===== config.mk =====
export PLATFORM = sky130hd
export DESIGN_NAME = pwr_halt_device_flat
export DESIGN_NICKNAME = d
export VERILOG_FILES = /design/src/core/pwr_halt_pkg.sv /design/src/core/pwr_link_if.sv /design/src/core/pwr_halt_device.sv /design/src/flat_wrapper.sv
export SDC_FILE = /design/constraint.sdc
export NUM_CORES = 1
export LEC_CHECK = 0
export BUFFER_PORTS_ARGS = -buffer_cell sky130_fd_sc_hd__buf_2
export CAP_MARGIN = 10
export CORE_MARGIN = 5
export CORE_UTILIZATION = 40
export CTS_CLUSTER_DIAMETER = 60
export DETAILED_ROUTE_END_ITERATION = 8
export MAX_ROUTING_LAYER = met4
export PLACE_DENSITY = 0.7
export RECOVER_POWER = 25
export SLEW_MARGIN = 20
export SYNTH_ARGS = -nofsm -noshare
export SYNTH_HDL_FRONTEND = slang
export SYNTH_SLANG_ARGS = --single-unit

===== constraint.sdc =====
create_clock -name core_clk -period 2.7 [get_ports core_clk]
set_clock_uncertainty 0.15 [all_clocks]
set_input_delay 0.54 -clock core_clk [delete_from_list [all_inputs] [get_ports core_clk]]
set_output_delay 0.54 -clock core_clk [all_outputs]
set_load 0.005 [all_outputs]

===== src/core/pwr_halt_pkg.sv =====
// shared constants of the power-down and halt block
// assumes: one clock core_clk at 20 MHz, active-low async reset rst_n
package pwr_halt_pkg;
    // ------------------------------------------------------------
    // timing and cycle counts
    // ------------------------------------------------------------
    localparam int CLK_PERIOD_NS = 50; // core_clk period
    localparam int HOLD_TIME_US = 10; // reset or single-step hold
    localparam int SETUP_TIME_MS = 10; // reset setup before power save
    // least times round up to whole cycles
    localparam int HOLD_CYCLES =
        (HOLD_TIME_US * 1000 + CLK_PERIOD_NS - 1) / CLK_PERIOD_NS;
    localparam int SETUP_CYCLES =
        (SETUP_TIME_MS * 1000000 + CLK_PERIOD_NS - 1) / CLK_PERIOD_NS;
    // ------------------------------------------------------------
    // instruction codes and vectors
    // ------------------------------------------------------------
    localparam logic [7:0] HALT_OPCODE = 8'h01; // added halt opcode
    localparam logic [11:0] RESET_VECTOR = 12'h000; // start after reset
    localparam logic [11:0] PC_STEP = 12'h001; // next address
    localparam logic [7:0] PORT_RESET = 8'hff; // quasi ports reset high
    localparam logic [7:0] BYTE_ZERO = 8'h00;
    // ------------------------------------------------------------
    // device modes, one-hot
    // ------------------------------------------------------------
    typedef enum logic [4:0] {
        MODE_RUN = 5'h01, // normal execution
        MODE_HALT = 5'h02, // clocks frozen, osc running
        MODE_RAM_HOLD = 5'h04, // osc stopped, ram kept
        MODE_ALL_HOLD = 5'h08, // osc stopped, all kept
        MODE_RESET = 5'h10 // reset held, not powered down
    } mode_t;
    // controller sequencing states, one-hot
    typedef enum logic [6:0] {
        SEQ_IDLE = 7'h01, // normal running
        SEQ_RST_SETUP = 7'h02, // reset low, waiting setup time
        SEQ_RAM_DOWN = 7'h04, // in ram-retention power-down
        SEQ_RST_HOLD = 7'h08, // ps high, reset still low
        SEQ_SS_SETUP = 7'h10, // ss low, waiting hold
        SEQ_ALL_DOWN = 7'h20, // in full-state power-down
        SEQ_SS_HOLD = 7'h40 // ps high, ss still low
    } seq_t;
endpackage : pwr_halt_pkg


===== src/core/pwr_link_if.sv =====
// interface joining the device and the power-sequencing controller
// assumes: both ends clocked by core_clk
`timescale 1ns/1ps
interface pwr_link_if;
    logic power_save_input_n; // low requests oscillator stop
    logic single_step_input_n; // low selects full-state hold
    logic reset_n; // device reset, active low
    logic reset_pullup_en; // device pull-up on reset active
    logic single_step_pullup_en; // device pull-up on single step
    logic osc_running; // device oscillator running
    // ------------------------------------------------------------
    // one modport per end
    // ------------------------------------------------------------
    modport device (
        input power_save_input_n,
        input single_step_input_n,
        input reset_n,
        output reset_pullup_en,
        output single_step_pullup_en,
        output osc_running
    );
    modport controller (
        output power_save_input_n,
        output single_step_input_n,
        output reset_n,
        input reset_pullup_en,
        input single_step_pullup_en,
        input osc_running
    );
endinterface : pwr_link_if


===== src/core/pwr_halt_device.sv =====
// device end: power-down, halt and pin-state control of the mcu core
// assumes: power-sequencing controller on pwr_link_if; the core beside
// this block presents fetched opcodes and takes run_enable/pc back
//
// Contract
// reset low then power save low stops oscillator
// ram kept during ram-retention power-down
// controller raises power save before reset
// ram-hold exit restarts at address zero
// reset held 10 us around power save
// reset low 10 ms before power save
// single step low then power save stops all
// controller raises power save before single step
// full-state exit resumes exact prior state
// single step held 10 us around power save
// opcode 01h decodes as halt
// halt instruction enters halt mode at once
// halt keeps oscillator, freezes clocks and state
// halt ends only on reset or interrupt
// halt released by reset restarts at 000h
// ei release: one instruction, then service
// di release: resume after halt
// ports keep driving prior values in halt
// halt keeps test zero, ignores t1 ss ea
// power-down turns off reset and ss pull-ups
// power-down ignores interrupt and external access
// power-down floats bus, ports, strobes, test zero
// halt: strobes high, address latch strobe low
`timescale 1ns/1ps
module pwr_halt_device #(
    parameter int PC_W = 12
) (
    input wire logic core_clk,
    input wire logic rst_n,
    pwr_link_if.device link,
    input wire logic opcode_valid, // a fetched opcode is executing
    input wire logic [7:0] opcode,
    input wire logic interrupt_request_input_n,
    input wire logic interrupts_enabled_state, // high: ei, low: di
    input wire logic test_one_input,
    input wire logic external_access_input,
    input wire logic [7:0] bus_out, // core values for the pins
    input wire logic [7:0] first_quasi_out,
    input wire logic [7:0] second_quasi_out,
    input wire logic test_zero_out,
    input wire logic [4:0] strobe_core_n, // rd wr expander_strobe program_store_strobe, ale hi
    output logic run_enable, // core clocks gated on
    output logic core_init, // pulse: core reinitialises
    output logic irq_pending, // pulse: vector to service routine
    output logic [PC_W-1:0] pc_value,
    output logic ram_write_allow, // low while ram must be kept
    output logic test_one_seen,
    output logic external_access_seen,
    output logic [7:0] bus_port_lines,
    output logic bus_port_lines_oe,
    output logic [7:0] first_quasi_port,
    output logic first_quasi_port_oe,
    output logic [7:0] second_quasi_port,
    output logic second_quasi_port_oe,
    output logic test_zero_pin,
    output logic test_zero_pin_oe,
    output logic read_strobe_n,
    output logic write_strobe_n,
    output logic expander_strobe_n,
    output logic program_store_strobe_n,
    output logic address_latch_strobe,
    output logic strobes_oe,
    output logic [2:0] mode_code
);
    // ------------------------------------------------------------
    // state
    // ------------------------------------------------------------
    pwr_halt_pkg::mode_t mode, next_mode; // current device mode
    logic [PC_W-1:0] pc, next_pc; // program address
    logic step_after, next_step_after; // one more instr then isr
    logic init_p, next_init_p;
    logic irq_p, next_irq_p;
    logic [7:0] bus_q, next_bus_q; // frozen pin values
    logic [7:0] p1_q, next_p1_q;
    logic [7:0] p2_q, next_p2_q;
    logic t0_q, next_t0_q;
    logic t1_q, next_t1_q;
    logic ea_q, next_ea_q;
    logic is_halt_op; // decoded halt instruction
    logic down; // any oscillator-stopped mode

    // halt opcode decode
    assign is_halt_op = opcode_valid && (opcode == pwr_halt_pkg::HALT_OPCODE);
    assign down = (mode == pwr_halt_pkg::MODE_RAM_HOLD) ||
        (mode == pwr_halt_pkg::MODE_ALL_HOLD);

    // ------------------------------------------------------------
    // mode and program flow
    // ------------------------------------------------------------
    // reset first; power save honoured once reset is low, or once ss is low in run (halt ignores ss)
    always_comb begin
        next_mode = mode;
        next_pc = pc;
        next_step_after = step_after;
        next_init_p = 1'b0;
        next_irq_p = 1'b0;
        case (mode)
            pwr_halt_pkg::MODE_RUN: begin
                if (!link.reset_n) begin
                    next_mode = pwr_halt_pkg::MODE_RESET;
                end else if (!link.single_step_input_n &&
                    !link.power_save_input_n) begin
                    next_mode = pwr_halt_pkg::MODE_ALL_HOLD;
                end else if (is_halt_op) begin
                    next_mode = pwr_halt_pkg::MODE_HALT;
                    next_pc = pc + pwr_halt_pkg::PC_STEP;
                end else if (opcode_valid) begin
                    next_pc = pc + pwr_halt_pkg::PC_STEP;
                    if (step_after) begin
                        // one instruction done, now service
                        next_step_after = 1'b0;
                        next_irq_p = 1'b1;
                    end
                end
            end
            pwr_halt_pkg::MODE_HALT: begin
                // pc and all state held; only two exits
                if (!link.reset_n) begin
                    next_mode = pwr_halt_pkg::MODE_RESET;
                end else if (!interrupt_request_input_n) begin
                    next_mode = pwr_halt_pkg::MODE_RUN;
                    // pc already at next address
                    next_step_after = interrupts_enabled_state;
                end
            end
            pwr_halt_pkg::MODE_RESET: begin
                next_pc = pwr_halt_pkg::RESET_VECTOR;
                next_step_after = 1'b0;
                if (!link.power_save_input_n) begin
                    next_mode = pwr_halt_pkg::MODE_RAM_HOLD;
                end else if (link.reset_n) begin
                    next_mode = pwr_halt_pkg::MODE_RUN;
                    next_init_p = 1'b1;
                end
            end
            pwr_halt_pkg::MODE_RAM_HOLD: begin
                // reset ignored; power save restarts
                if (link.power_save_input_n) begin
                    next_mode = pwr_halt_pkg::MODE_RESET;
                end
            end
            pwr_halt_pkg::MODE_ALL_HOLD: begin
                // no init, pc untouched; ss seen later
                if (link.power_save_input_n) begin
                    next_mode = pwr_halt_pkg::MODE_RUN;
                end
            end
            default: begin
                next_mode = pwr_halt_pkg::MODE_RESET;
            end
        endcase
    end

    // ------------------------------------------------------------
    // pin values
    // ------------------------------------------------------------
    // pins follow the core in run, quasi ports set high in reset, frozen otherwise
    always_comb begin
        next_bus_q = bus_q;
        next_p1_q = p1_q;
        next_p2_q = p2_q;
        next_t0_q = t0_q;
        next_t1_q = t1_q;
        next_ea_q = ea_q;
        if (mode == pwr_halt_pkg::MODE_RUN) begin
            next_bus_q = bus_out;
            next_p1_q = first_quasi_out;
            next_p2_q = second_quasi_out;
            next_t0_q = test_zero_out;
            next_t1_q = test_one_input;
            next_ea_q = external_access_input;
        end else if (mode == pwr_halt_pkg::MODE_RESET) begin
            next_p1_q = pwr_halt_pkg::PORT_RESET;
            next_p2_q = pwr_halt_pkg::PORT_RESET;
        end
        // halt and power-down keep the last values
    end

    // ------------------------------------------------------------
    // registers
    // ------------------------------------------------------------
    always_ff @(posedge core_clk or negedge rst_n) begin
        if (!rst_n) begin
            mode <= pwr_halt_pkg::MODE_RESET;
            pc <= pwr_halt_pkg::RESET_VECTOR;
            step_after <= 1'b0;
            init_p <= 1'b0;
            irq_p <= 1'b0;
            bus_q <= pwr_halt_pkg::BYTE_ZERO;
            p1_q <= pwr_halt_pkg::PORT_RESET;
            p2_q <= pwr_halt_pkg::PORT_RESET;
            t0_q <= 1'b0;
            t1_q <= 1'b0;
            ea_q <= 1'b0;
        end else begin
            mode <= next_mode;
            pc <= next_pc;
            step_after <= next_step_after;
            init_p <= next_init_p;
            irq_p <= next_irq_p;
            bus_q <= next_bus_q;
            p1_q <= next_p1_q;
            p2_q <= next_p2_q;
            t0_q <= next_t0_q;
            t1_q <= next_t1_q;
            ea_q <= next_ea_q;
        end
    end

    // ------------------------------------------------------------
    // outputs
    // ------------------------------------------------------------
    logic is_run, is_halt;
    assign is_run = (mode == pwr_halt_pkg::MODE_RUN);
    assign is_halt = (mode == pwr_halt_pkg::MODE_HALT);
    assign run_enable = is_run; // core clock gate
    assign core_init = init_p;
    assign irq_pending = irq_p;
    assign pc_value = pc;
    assign ram_write_allow = is_run; // ram frozen otherwise
    assign test_one_seen = t1_q; // stale outside run
    assign external_access_seen = ea_q;
    assign bus_port_lines = bus_q;
    assign first_quasi_port = p1_q;
    assign second_quasi_port = p2_q;
    assign test_zero_pin = t0_q;
    assign bus_port_lines_oe = !down;
    assign first_quasi_port_oe = !down;
    assign second_quasi_port_oe = !down;
    assign test_zero_pin_oe = !down;
    assign strobes_oe = !down;
    // fixed in halt, core levels else
    assign read_strobe_n = is_halt | strobe_core_n[0];
    assign write_strobe_n = is_halt | strobe_core_n[1];
    assign expander_strobe_n = is_halt | strobe_core_n[2];
    assign program_store_strobe_n = is_halt | strobe_core_n[3];
    assign address_latch_strobe = !is_halt & strobe_core_n[4];
    assign link.osc_running = !down;
    assign link.reset_pullup_en = !down;
    assign link.single_step_pullup_en = !down;
    // interrupt read only in halt
    assign mode_code = {down, is_halt, is_run};
endmodule : pwr_halt_device


===== src/flat_wrapper.sv =====
// flat-port wrapper written by rule: the top's interface ports become plain ports
module pwr_halt_device_flat 
#(
    parameter int PC_W = 12
)
  (core_clk, rst_n, opcode_valid, opcode, interrupt_request_input_n, interrupts_enabled_state, test_one_input, external_access_input, bus_out, first_quasi_out, second_quasi_out, test_zero_out, strobe_core_n, run_enable, core_init, irq_pending, pc_value, ram_write_allow, test_one_seen, external_access_seen, bus_port_lines, bus_port_lines_oe, first_quasi_port, first_quasi_port_oe, second_quasi_port, second_quasi_port_oe, test_zero_pin, test_zero_pin_oe, read_strobe_n, write_strobe_n, expander_strobe_n, program_store_strobe_n, address_latch_strobe, strobes_oe, mode_code, link_power_save_input_n, link_single_step_input_n, link_reset_n, link_reset_pullup_en, link_single_step_pullup_en, link_osc_running);
  pwr_link_if link_i ();
  input wire logic core_clk;
  input wire logic rst_n;
  input wire logic opcode_valid;
  input wire logic [7:0] opcode;
  input wire logic interrupt_request_input_n;
  input wire logic interrupts_enabled_state;
  input wire logic test_one_input;
  input wire logic external_access_input;
  input wire logic [7:0] bus_out;
  input wire logic [7:0] first_quasi_out;
  input wire logic [7:0] second_quasi_out;
  input wire logic test_zero_out;
  input wire logic [4:0] strobe_core_n;
  output logic run_enable;
  output logic core_init;
  output logic irq_pending;
  output logic [PC_W-1:0] pc_value;
  output logic ram_write_allow;
  output logic test_one_seen;
  output logic external_access_seen;
  output logic [7:0] bus_port_lines;
  output logic bus_port_lines_oe;
  output logic [7:0] first_quasi_port;
  output logic first_quasi_port_oe;
  output logic [7:0] second_quasi_port;
  output logic second_quasi_port_oe;
  output logic test_zero_pin;
  output logic test_zero_pin_oe;
  output logic read_strobe_n;
  output logic write_strobe_n;
  output logic expander_strobe_n;
  output logic program_store_strobe_n;
  output logic address_latch_strobe;
  output logic strobes_oe;
  output logic [2:0] mode_code;
  input wire logic [$bits(link_i.power_save_input_n)-1:0] link_power_save_input_n;
  input wire logic [$bits(link_i.single_step_input_n)-1:0] link_single_step_input_n;
  input wire logic [$bits(link_i.reset_n)-1:0] link_reset_n;
  output wire logic [$bits(link_i.reset_pullup_en)-1:0] link_reset_pullup_en;
  output wire logic [$bits(link_i.single_step_pullup_en)-1:0] link_single_step_pullup_en;
  output wire logic [$bits(link_i.osc_running)-1:0] link_osc_running;
  assign link_i.power_save_input_n = link_power_save_input_n;
  assign link_i.single_step_input_n = link_single_step_input_n;
  assign link_i.reset_n = link_reset_n;
  assign link_reset_pullup_en = link_i.reset_pullup_en;
  assign link_single_step_pullup_en = link_i.single_step_pullup_en;
  assign link_osc_running = link_i.osc_running;
  pwr_halt_device #(.PC_W(PC_W)) u_core (.core_clk(core_clk), .rst_n(rst_n), .link(link_i), .opcode_valid(opcode_valid), .opcode(opcode), .interrupt_request_input_n(interrupt_request_input_n), .interrupts_enabled_state(interrupts_enabled_state), .test_one_input(test_one_input), .external_access_input(external_access_input), .bus_out(bus_out), .first_quasi_out(first_quasi_out), .second_quasi_out(second_quasi_out), .test_zero_out(test_zero_out), .strobe_core_n(strobe_core_n), .run_enable(run_enable), .core_init(core_init), .irq_pending(irq_pending), .pc_value(pc_value), .ram_write_allow(ram_write_allow), .test_one_seen(test_one_seen), .external_access_seen(external_access_seen), .bus_port_lines(bus_port_lines), .bus_port_lines_oe(bus_port_lines_oe), .first_quasi_port(first_quasi_port), .first_quasi_port_oe(first_quasi_port_oe), .second_quasi_port(second_quasi_port), .second_quasi_port_oe(second_quasi_port_oe), .test_zero_pin(test_zero_pin), .test_zero_pin_oe(test_zero_pin_oe), .read_strobe_n(read_strobe_n), .write_strobe_n(write_strobe_n), .expander_strobe_n(expander_strobe_n), .program_store_strobe_n(program_store_strobe_n), .address_latch_strobe(address_latch_strobe), .strobes_oe(strobes_oe), .mode_code(mode_code));
endmodule

==> summary.md, run 1 <==
| Metric | Value |
|---|---|
| Pleak | `1.42 nW` |
| Hold Buf Count CTS | `0` |
| Worst Path Max Fanout | `9` |
| Slowest CP cell | `or4b_4` |
| Initial Util | `40.7%` |
| Core area | `a little under 6000 sq um` |
| Number of synthesized flops with an enable pin | `0` |
| Status | `completed` |
| Final Non-Filler Cells | `409` |
| Top post-synthesis cells by count | `nand2_1 (48), dfrtp_1 (30), dfstp_2 (17)` |
| Diodes inserted | `0` |
| Area Growth Syn to Fin | `26.2%` |
| Cells after Synth | `238` |
| Synthesized net count | `approximately 290` |
| DR vias | `2118` |
| Top sig layer | `met4` |
| Main synth FF type | `dfrtp_1` |
| Main area contributors after synthesis | `dfrtp_1 (31%), dfstp_2 (19%), nand2_1 (7.5%), o22a_1 (5.9%), buf_4 (3.4%)` |
| Setup bufs post-CTS | `0` |
| Startpoint types | `register` |
| Multi-input logic area | `1010 sq um` |
| Crit path cell chain | `or4b_4 -> or2_1 -> inv_2 -> buf_2` |
| DR WL met2 | `2.89 mm` |
| Total Nets Final | `382` |
| Fin. max-slew vios | `0` |
| FFs w/ async S/R, synth | `between 90% and 100%` |
| CTS tree | `built` |
| # IOs | `107` |
| GP Congestion | `just under 0.9` |
| Metal-1 WL | `around 2.4 mm` |
| Post-cts sizing count | `0` |
| HP Start | `bus_out[5]` |
| Reg2reg path depth | `5` |
| Worst EP arrival | `1910 ps` |
| Met3 WL | `523 um` |
| HPWL Detailed | `roughly 4.4 mm` |
| Max_slew headroom | `25.4%` |
| Worst Hold Depth | `3` |
| # placed instances | `401` |
| Total GRT Usage | `15.9%` |
| Synth warn | `0` |
| I/O Buffers | `106` |
| Clock transition at path regs | `90 ps` |
| Remaining antenna violation count | `0` |
| Average size of a mapped cell | `about 10 sq um` |
| Fin area | `3020 sq um` |
| Post-Place Cell Area | `2920 sq um` |
| Storage element area | `1200 sq um` |
| P per Cell Area | `about 820 nW/um^2` |
| Unrepaired setup endpoints after global routing | `no` |
| Layout cells sized above 1 | `45.8%` |
| Slew @ Worst Pin | `1120 ps` |
| Final period util | `approximately 96%` |
| Final Setup Violations | `0` |
| Unique masters post-synth | `50` |
| Worst-skew pair later-pin latency | `300 ps` |
| Die Y-Extent | `~87 um` |
| WL/cell | `14.3 um` |
| CP Data Required Time | `2010 ps` |
| R2r setup slk | `410 ps` |
| R2R Path End | `u_core.pc_value[10]$_DFFE_PN0P_` |
| Min-Delay Endpoint | `u_core.bus_port_lines[5]$_DFFE_PN0N_` |
| Worst path top cell family by delay | `simple AND/OR/NAND/NOR gates` |
| Largest net degree at the start of global routing | `48` |
| Max Cap Viol | `0` |
| Initial DRC count | `76` |
| Top cell type's share of synthesized area | `between 30% and 40%` |
| Fillers | `535` |
| Die footprint | `7630 sq um` |
| DRT Pass-1 Iters | `4` |
| Total CTS buffers | `5` |
| #FFs+latches synth | `47` |
| HP Class | `in2reg` |
| Post-route setup TNS | `0 ps` |
| Final worst path period need | `between 2000 and 3000 ps` |
| Buf/Inv on CP | `2` |
| Cell Rows | `28` |
| Vias per std cell | `5.18` |
| Drc violations | `0` |
| Worst VDD drop | `0.368 mV` |
| Final Hold Fails | `0` |
| Vias in the first global route | `2021` |
| Fmax | `0.385 GHz` |
| First-pass GRT wire length | `9.40 mm` |
| Longest Clk Path Bufs | `2` |
| Slowest stage delay, CP | `600 ps` |
| Total congestion overflow | `0` |
| Clock Sink Count | `47` |
| Post-Syn Area | `2390 sq um` |
| Critical path class | `reg2out` |
| CP Capture Type | `output port` |
| Sequential share of the synthesized area | `50.0%` |
| CTS Root Cell | `clkbuf_8` |
| Initial antenna violation count | `0` |
| H-tree Lvls | `2` |
| Yosys top cell by area | `dfrtp_1` |
| Die X | `87.4 um` |
| WL final | `5.86 mm` |
| Worst r2r src | `u_core.mode[4]$_DFFE_PN1P_` |
| Count leader, synth | `nand2_1` |
registers in the layout (all words and copies together), names as in the netlist:
| name | flops |
|---|---|
| u_core.first_quasi_port | 8 |
| u_core.core_init | 1 |
| u_core.irq_pending | 1 |
| u_core.second_quasi_port | 8 |
| u_core.test_zero_pin | 1 |
| u_core.pc_value | 12 |
| u_core.test_one_seen | 1 |
| u_core.bus_port_lines | 8 |
| u_core.step_after | 1 |
| u_core.mode | 5 |
| u_core.external_access_seen | 1 |
metrics by stage:
stage | total power (W) | util [%] | hold slack, ps | setup slack (ps)
floorplan | 0.00170 | - | 94.4 | 320
global placement | 0.00200 | 49.6 | 303 | 382
detailed placement | 0.00202 | 49.6 | 311 | 353
CTS | 0.00251 | 51.4 | 180 | 18.5
global route | 0.00266 | 51.3 | 281 | 32.1
finish | 0.00247 | 51.3 | 283 | 103
cell usage in the layout, fill, tap and decap left out, types with 2 or more instances in the layout:
master    Yosys  layout
buf_2         7     106
nand2_1      48      48
dfrtp_1      30      30
dfstp_2      17      17
o22a_1       16      16
nor2_1        7       7
buf_4        11       7
nand2b_1      6       6
or4_1         6       6
inv_1         6       5
or3_1         5       5
o21ai_0       5       5
nand3_1       5       5
clkbuf_8      0       5
o31ai_1       4       4
a21oi_2       4       4
a21oi_1       4       4
nand4_1       4       4
nor4_1        3       3
and2_1        3       3
o211ai_1      3       3
xnor2_1       2       2
nor4b_1       2       2
nor2b_1       2       2
xor2_1        2       2
o21ai_2       2       2
mux2i_1       2       2
o22ai_1       2       2
a211oi_1      2       2
tightest hold or removal path, stage by stage:
cell and delay, ps:
buf_2 70, nand2_1 40, nand2_1 40
routing by layer:
metal | vias up | global-route usage [%]
met5 | - | -
met4 | 0 | 5.58
met3 | 5 | 3.22
met2 | 78 | 26.8
met1 | 1005 | 18.8
li1 | 1030 | -
power by group:
group | switching [W] | total, W | internal (W) | leakage [nW]
sequential | 0.000132 | 0.00105 | 0.000917 | 0.574
clock | 0.000233 | 0.000472 | 0.000238 | 0.0563
combinational | 0.000536 | 0.000948 | 0.000411 | 0.788
cell type report:
cell class                 count  area share (%)
clock inverter                 2           0.455
sequential                    47            39.6
timing repair buffer         114            19.5
multi-input combinational    159            33.5
tap                           75            3.11
inverter                       6           0.745
clock buffer                   6            3.11
logic make-up after synthesis:
| family | count (synthesis) | share of synthesized area, % |
|---|---|---|
| and+or+nand+nor | 100 | 21.5 |
| adders and majority gates | 1 | 0.522 |
| AOI/OAI and AO/OA | 52 | 18.0 |
| xor gates and xnor gates | 4 | 1.46 |
| DFF | 47 | 50.0 |
| buffers and inverters | 32 | 7.73 |
| muxes | 2 | 0.836 |
worst max-delay path by stage:
stage                                    start              end  slack [ps]  cells past startpoint
floorplan           u_core.mode[3]$_DFFE_PN0P_     mode_code[0]         320                      6
global placement    u_core.mode[2]$_DFFE_PN0P_  ram_write_allow         380                      4
detailed placement  u_core.mode[2]$_DFFE_PN0P_     mode_code[0]         350                      4
CTS                 u_core.mode[2]$_DFFE_PN0P_     mode_code[0]          20                      4
global route        u_core.mode[2]$_DFFE_PN0P_     mode_code[0]          30                      4
finish              u_core.mode[2]$_DFFE_PN0P_     mode_code[0]         100                      4
No activity file was read; power rests on OpenSTA's default activity.
==> run 2, diff against run 1 <==
ABC_AREA = 1   (was default)
PLACE_DENSITY = 0.69   (was 0.7)
==> run 2 against run 1 <==
  * Critical path depth up 1
  * Highest routed layer unchanged
  * Wire length down 1.6%
  * Critical path type unchanged
  * Clock power up 11%
==> summary.md, run 2 <==
| Metric | Value |
|---|---|
| Main synth FF type | `dfrtp_1` |
| Clock Sink Count | `47` |
| Max Cap Viol | `0` |
| Metal-1 WL | `2.50 mm` |
| Area Growth Syn to Fin | `25.1%` |
| Initial DRC count | `75` |
| CTS tree | `built` |
| #FFs+latches synth | `47` |
| Post-Syn Area | `roughly 2500 sq um` |
| Fmax | `0.439 GHz` |
| Drc violations | `0` |
| Layout cells sized above 1 | `38.3%` |
| HPWL Detailed | `4.40 mm` |
| Total CTS buffers | `5` |
| H-tree Lvls | `2` |
| Synthesized net count | `approximately 350` |
| WL/cell | `12.3 um` |
| Worst VDD drop | `between 0.4 and 0.5 mV` |
| Clock transition at path regs | `100 ps` |
| Final period util | `about 84%` |
| Post-route setup TNS | `0 ps` |
| Longest Clk Path Bufs | `2` |
| Pleak | `1.55 nW` |
| HP Start | `bus_out[3]` |
| Fillers | `between 600 and 700` |
| Post-cts sizing count | `0` |
| Status | `completed` |
| Synth warn | `0` |
| Worst r2r src | `u_core.mode[0]$_DFFE_PN0P_` |
| FFs w/ async S/R, synth | `between 90% and 100%` |
| Setup bufs post-CTS | `0` |
| # placed instances | `461` |
| CP Data Required Time | `approximately 2000 ps` |
| Startpoint types | `register` |
| Top cell type's share of synthesized area | `30.4%` |
| Number of synthesized flops with an enable pin | `0` |
| Max FFs per register | `12` |
| Min-Delay Endpoint | `u_core.bus_port_lines[3]$_DFFE_PN0N_` |
| Final Setup Violations | `0` |
| Count leader, synth | `nand2_1` |
| DR WL met2 | `2.83 mm` |
| Buf/Inv on CP | `1` |
| R2R Path End | `u_core.pc_value[2]$_DFFE_PN0P_` |
| Crit path cell chain | `nor2_4 -> nand2_2 -> nor2_2 -> or2_2 -> buf_2` |
| Main area contributors after synthesis | `dfrtp_1 (30%), dfstp_2 (18%), nand2_1 (13%), o22a_1 (5.7%), nor2_1 (4.7%)` |
| Fin. max-slew vios | `0` |
| Worst Hold Depth | `3` |
| GP Congestion | `~0.86` |
| Worst EP arrival | `between 1500 and 2000 ps` |
| Die Y-Extent | `between 80 and 90 um` |
| Total Nets Final | `about 440` |
| Sequential share of the synthesized area | `48.5%` |
| HP Class | `in2reg` |
| Diodes inserted | `0` |
| Yosys top cell by area | `dfrtp_1` |
| Vias in the first global route | `2173` |
| Die X | `88.6 um` |
| Average size of a mapped cell | `8.32 sq um` |
| Reg2reg path depth | `7` |
| Worst Setup SP | `u_core.mode[3]$_DFFE_PN0P_` |
| I/O Buffers | `106` |
| Critical path class | `reg2out` |
| First-pass GRT wire length | `9.80 mm` |
| R2r setup slk | `770 ps` |
| Fin area | `3090 sq um` |
| P per Cell Area | `919 nW/um^2` |
| Slowest stage delay, CP | `440 ps` |
| Final worst path period need | `roughly 2300 ps` |
| Vias per std cell | `4.73` |
| Final Hold Fails | `0` |
| DR vias | `2219` |
| Hold Buf Count CTS | `0` |
| Slew @ Worst Pin | `1150 ps` |
| Die footprint | `7850 sq um` |
| Max_slew headroom | `23.4%` |
| CP Capture Type | `output port` |
| Total GRT Usage | `16.4%` |
| Cell Rows | `28` |
| Worst path top cell family by delay | `simple AND/OR/NAND/NOR gates` |
| Remaining antenna violation count | `0` |
| Unique masters post-synth | `31` |
| Most frequent cells in the layout | `buf_2 (106), nand2_1 (88), nor2_1 (31)` |
| Final Worst Setup Slack | `424 ps` |
| WL final | `5.76 mm` |
| CTS Root Cell | `clkbuf_8` |
| Met3 WL | `368 um` |
| Initial antenna violation count | `0` |
| # IOs | `107` |
| Leading cell type in the layout, fill and taps excluded | `buf_2` |
| Total congestion overflow | `0` |
| Initial Util | `roughly two fifths` |
| Core area | `5960 sq um` |
| Place WS | `746 ps` |
| Post-Place Cell Area | `about 3000 sq um` |
| Unrepaired setup endpoints after global routing | `no` |
| Final Non-Filler Cells | `around 470` |
| Worst Path Max Fanout | `9` |
| Worst-skew pair later-pin latency | `300 ps` |
| Tot Pwr | `between 0.002 and 0.003 W` |
| DRT Pass-1 Iters | `4` |
| Cells after Synth | `about 300` |
| Slowest CP cell | `dfrtp_1` |
| Top post-synthesis cells by count | `nand2_1 (88), nor2_1 (31), dfrtp_1 (30)` |
| Top sig layer | `met4` |
| Largest net degree at the start of global routing | `48` |
-- run 2: cell count changes after synthesis, sizes merged, moves of 4 or more --
cell	previous run	this run
nand3	5	22
inv	6	26
nand2b	6	0
or3	5	0
or4	6	0
clkbuf	6	2
nand2	48	92
nor2	7	35
-- run 2: layer usage --
layer | track usage [%] | vias up
li1 | - | 1141
met1 | 19.2 | 1016
met2 | 27.9 | 56
met3 | 4.19 | 6
met4 | 4.40 | 0
met5 | - | -
-- run 2: cell families (layout without fill, tap and decap cells) --
kind of cell    after synthesis  count (layout)  share of synthesized area, %
xor+xnor                      3               3                          1.06
compound gates               37              37                          11.1
buf+inv                      45             142                          9.32
simple gates                164             164                          29.6
fa+ha+maj                     1               1                         0.506
flops                        47              47                          48.5
-- run 2: worst register-to-register path: stages (launching register included) --
cell and delay, ps:
dfrtp_1 430, nor2_1 200, nand3_2 300, nand2_4 320, nand2_4 180, inv_1 130, nand2_1 50, a21oi_1 110
-- run 2: through the flow --
step / hold slack (ps) / util, %
2_1_floorplan: 94.4 / -
3_3_place_gp: 306 / 50.0
3_5_place_dp: 313 / 50.0
4_1_cts: 185 / 51.9
5_1_grt: 255 / 51.9
6_report: 271 / 51.9
-- run 2: layout make-up --
cell class / instances / area [sq um] / area share (%)
Timing Repair Buffer: 108 / 543 / 17.6
Tap cell: 75 / 93.8 / 3.04
Clock buffer: 5 / 68.8 / 2.23
Clock inverter: 3 / 46.3 / 1.50
Sequential cell: 47 / 1200 / 38.7
Multi-Input combinational cell: 205 / 1040 / 33.8
Inverter: 26 / 97.6 / 3.16
-- run 2: worst max-delay path by stage --
stage | slack, ps | to | cells past startpoint
3_3_place_gp | 780 | run_enable | 4
5_1_grt | 240 | program_store_strobe_n | 5
6_report | 420 | program_store_strobe_n | 5
4_1_cts | 390 | program_store_strobe_n | 5
3_5_place_dp | 750 | program_store_strobe_n | 5
2_1_floorplan | 840 | mode_code[0] | 5
-- run 2: power by group --
part	internal, W	switching, W	leakage (nW)
logic	0.000468	0.000672	0.920
clock network	0.000279	0.000244	0.0548
registers	0.00102	0.000155	0.574
total	0.00177	0.00107	1.55
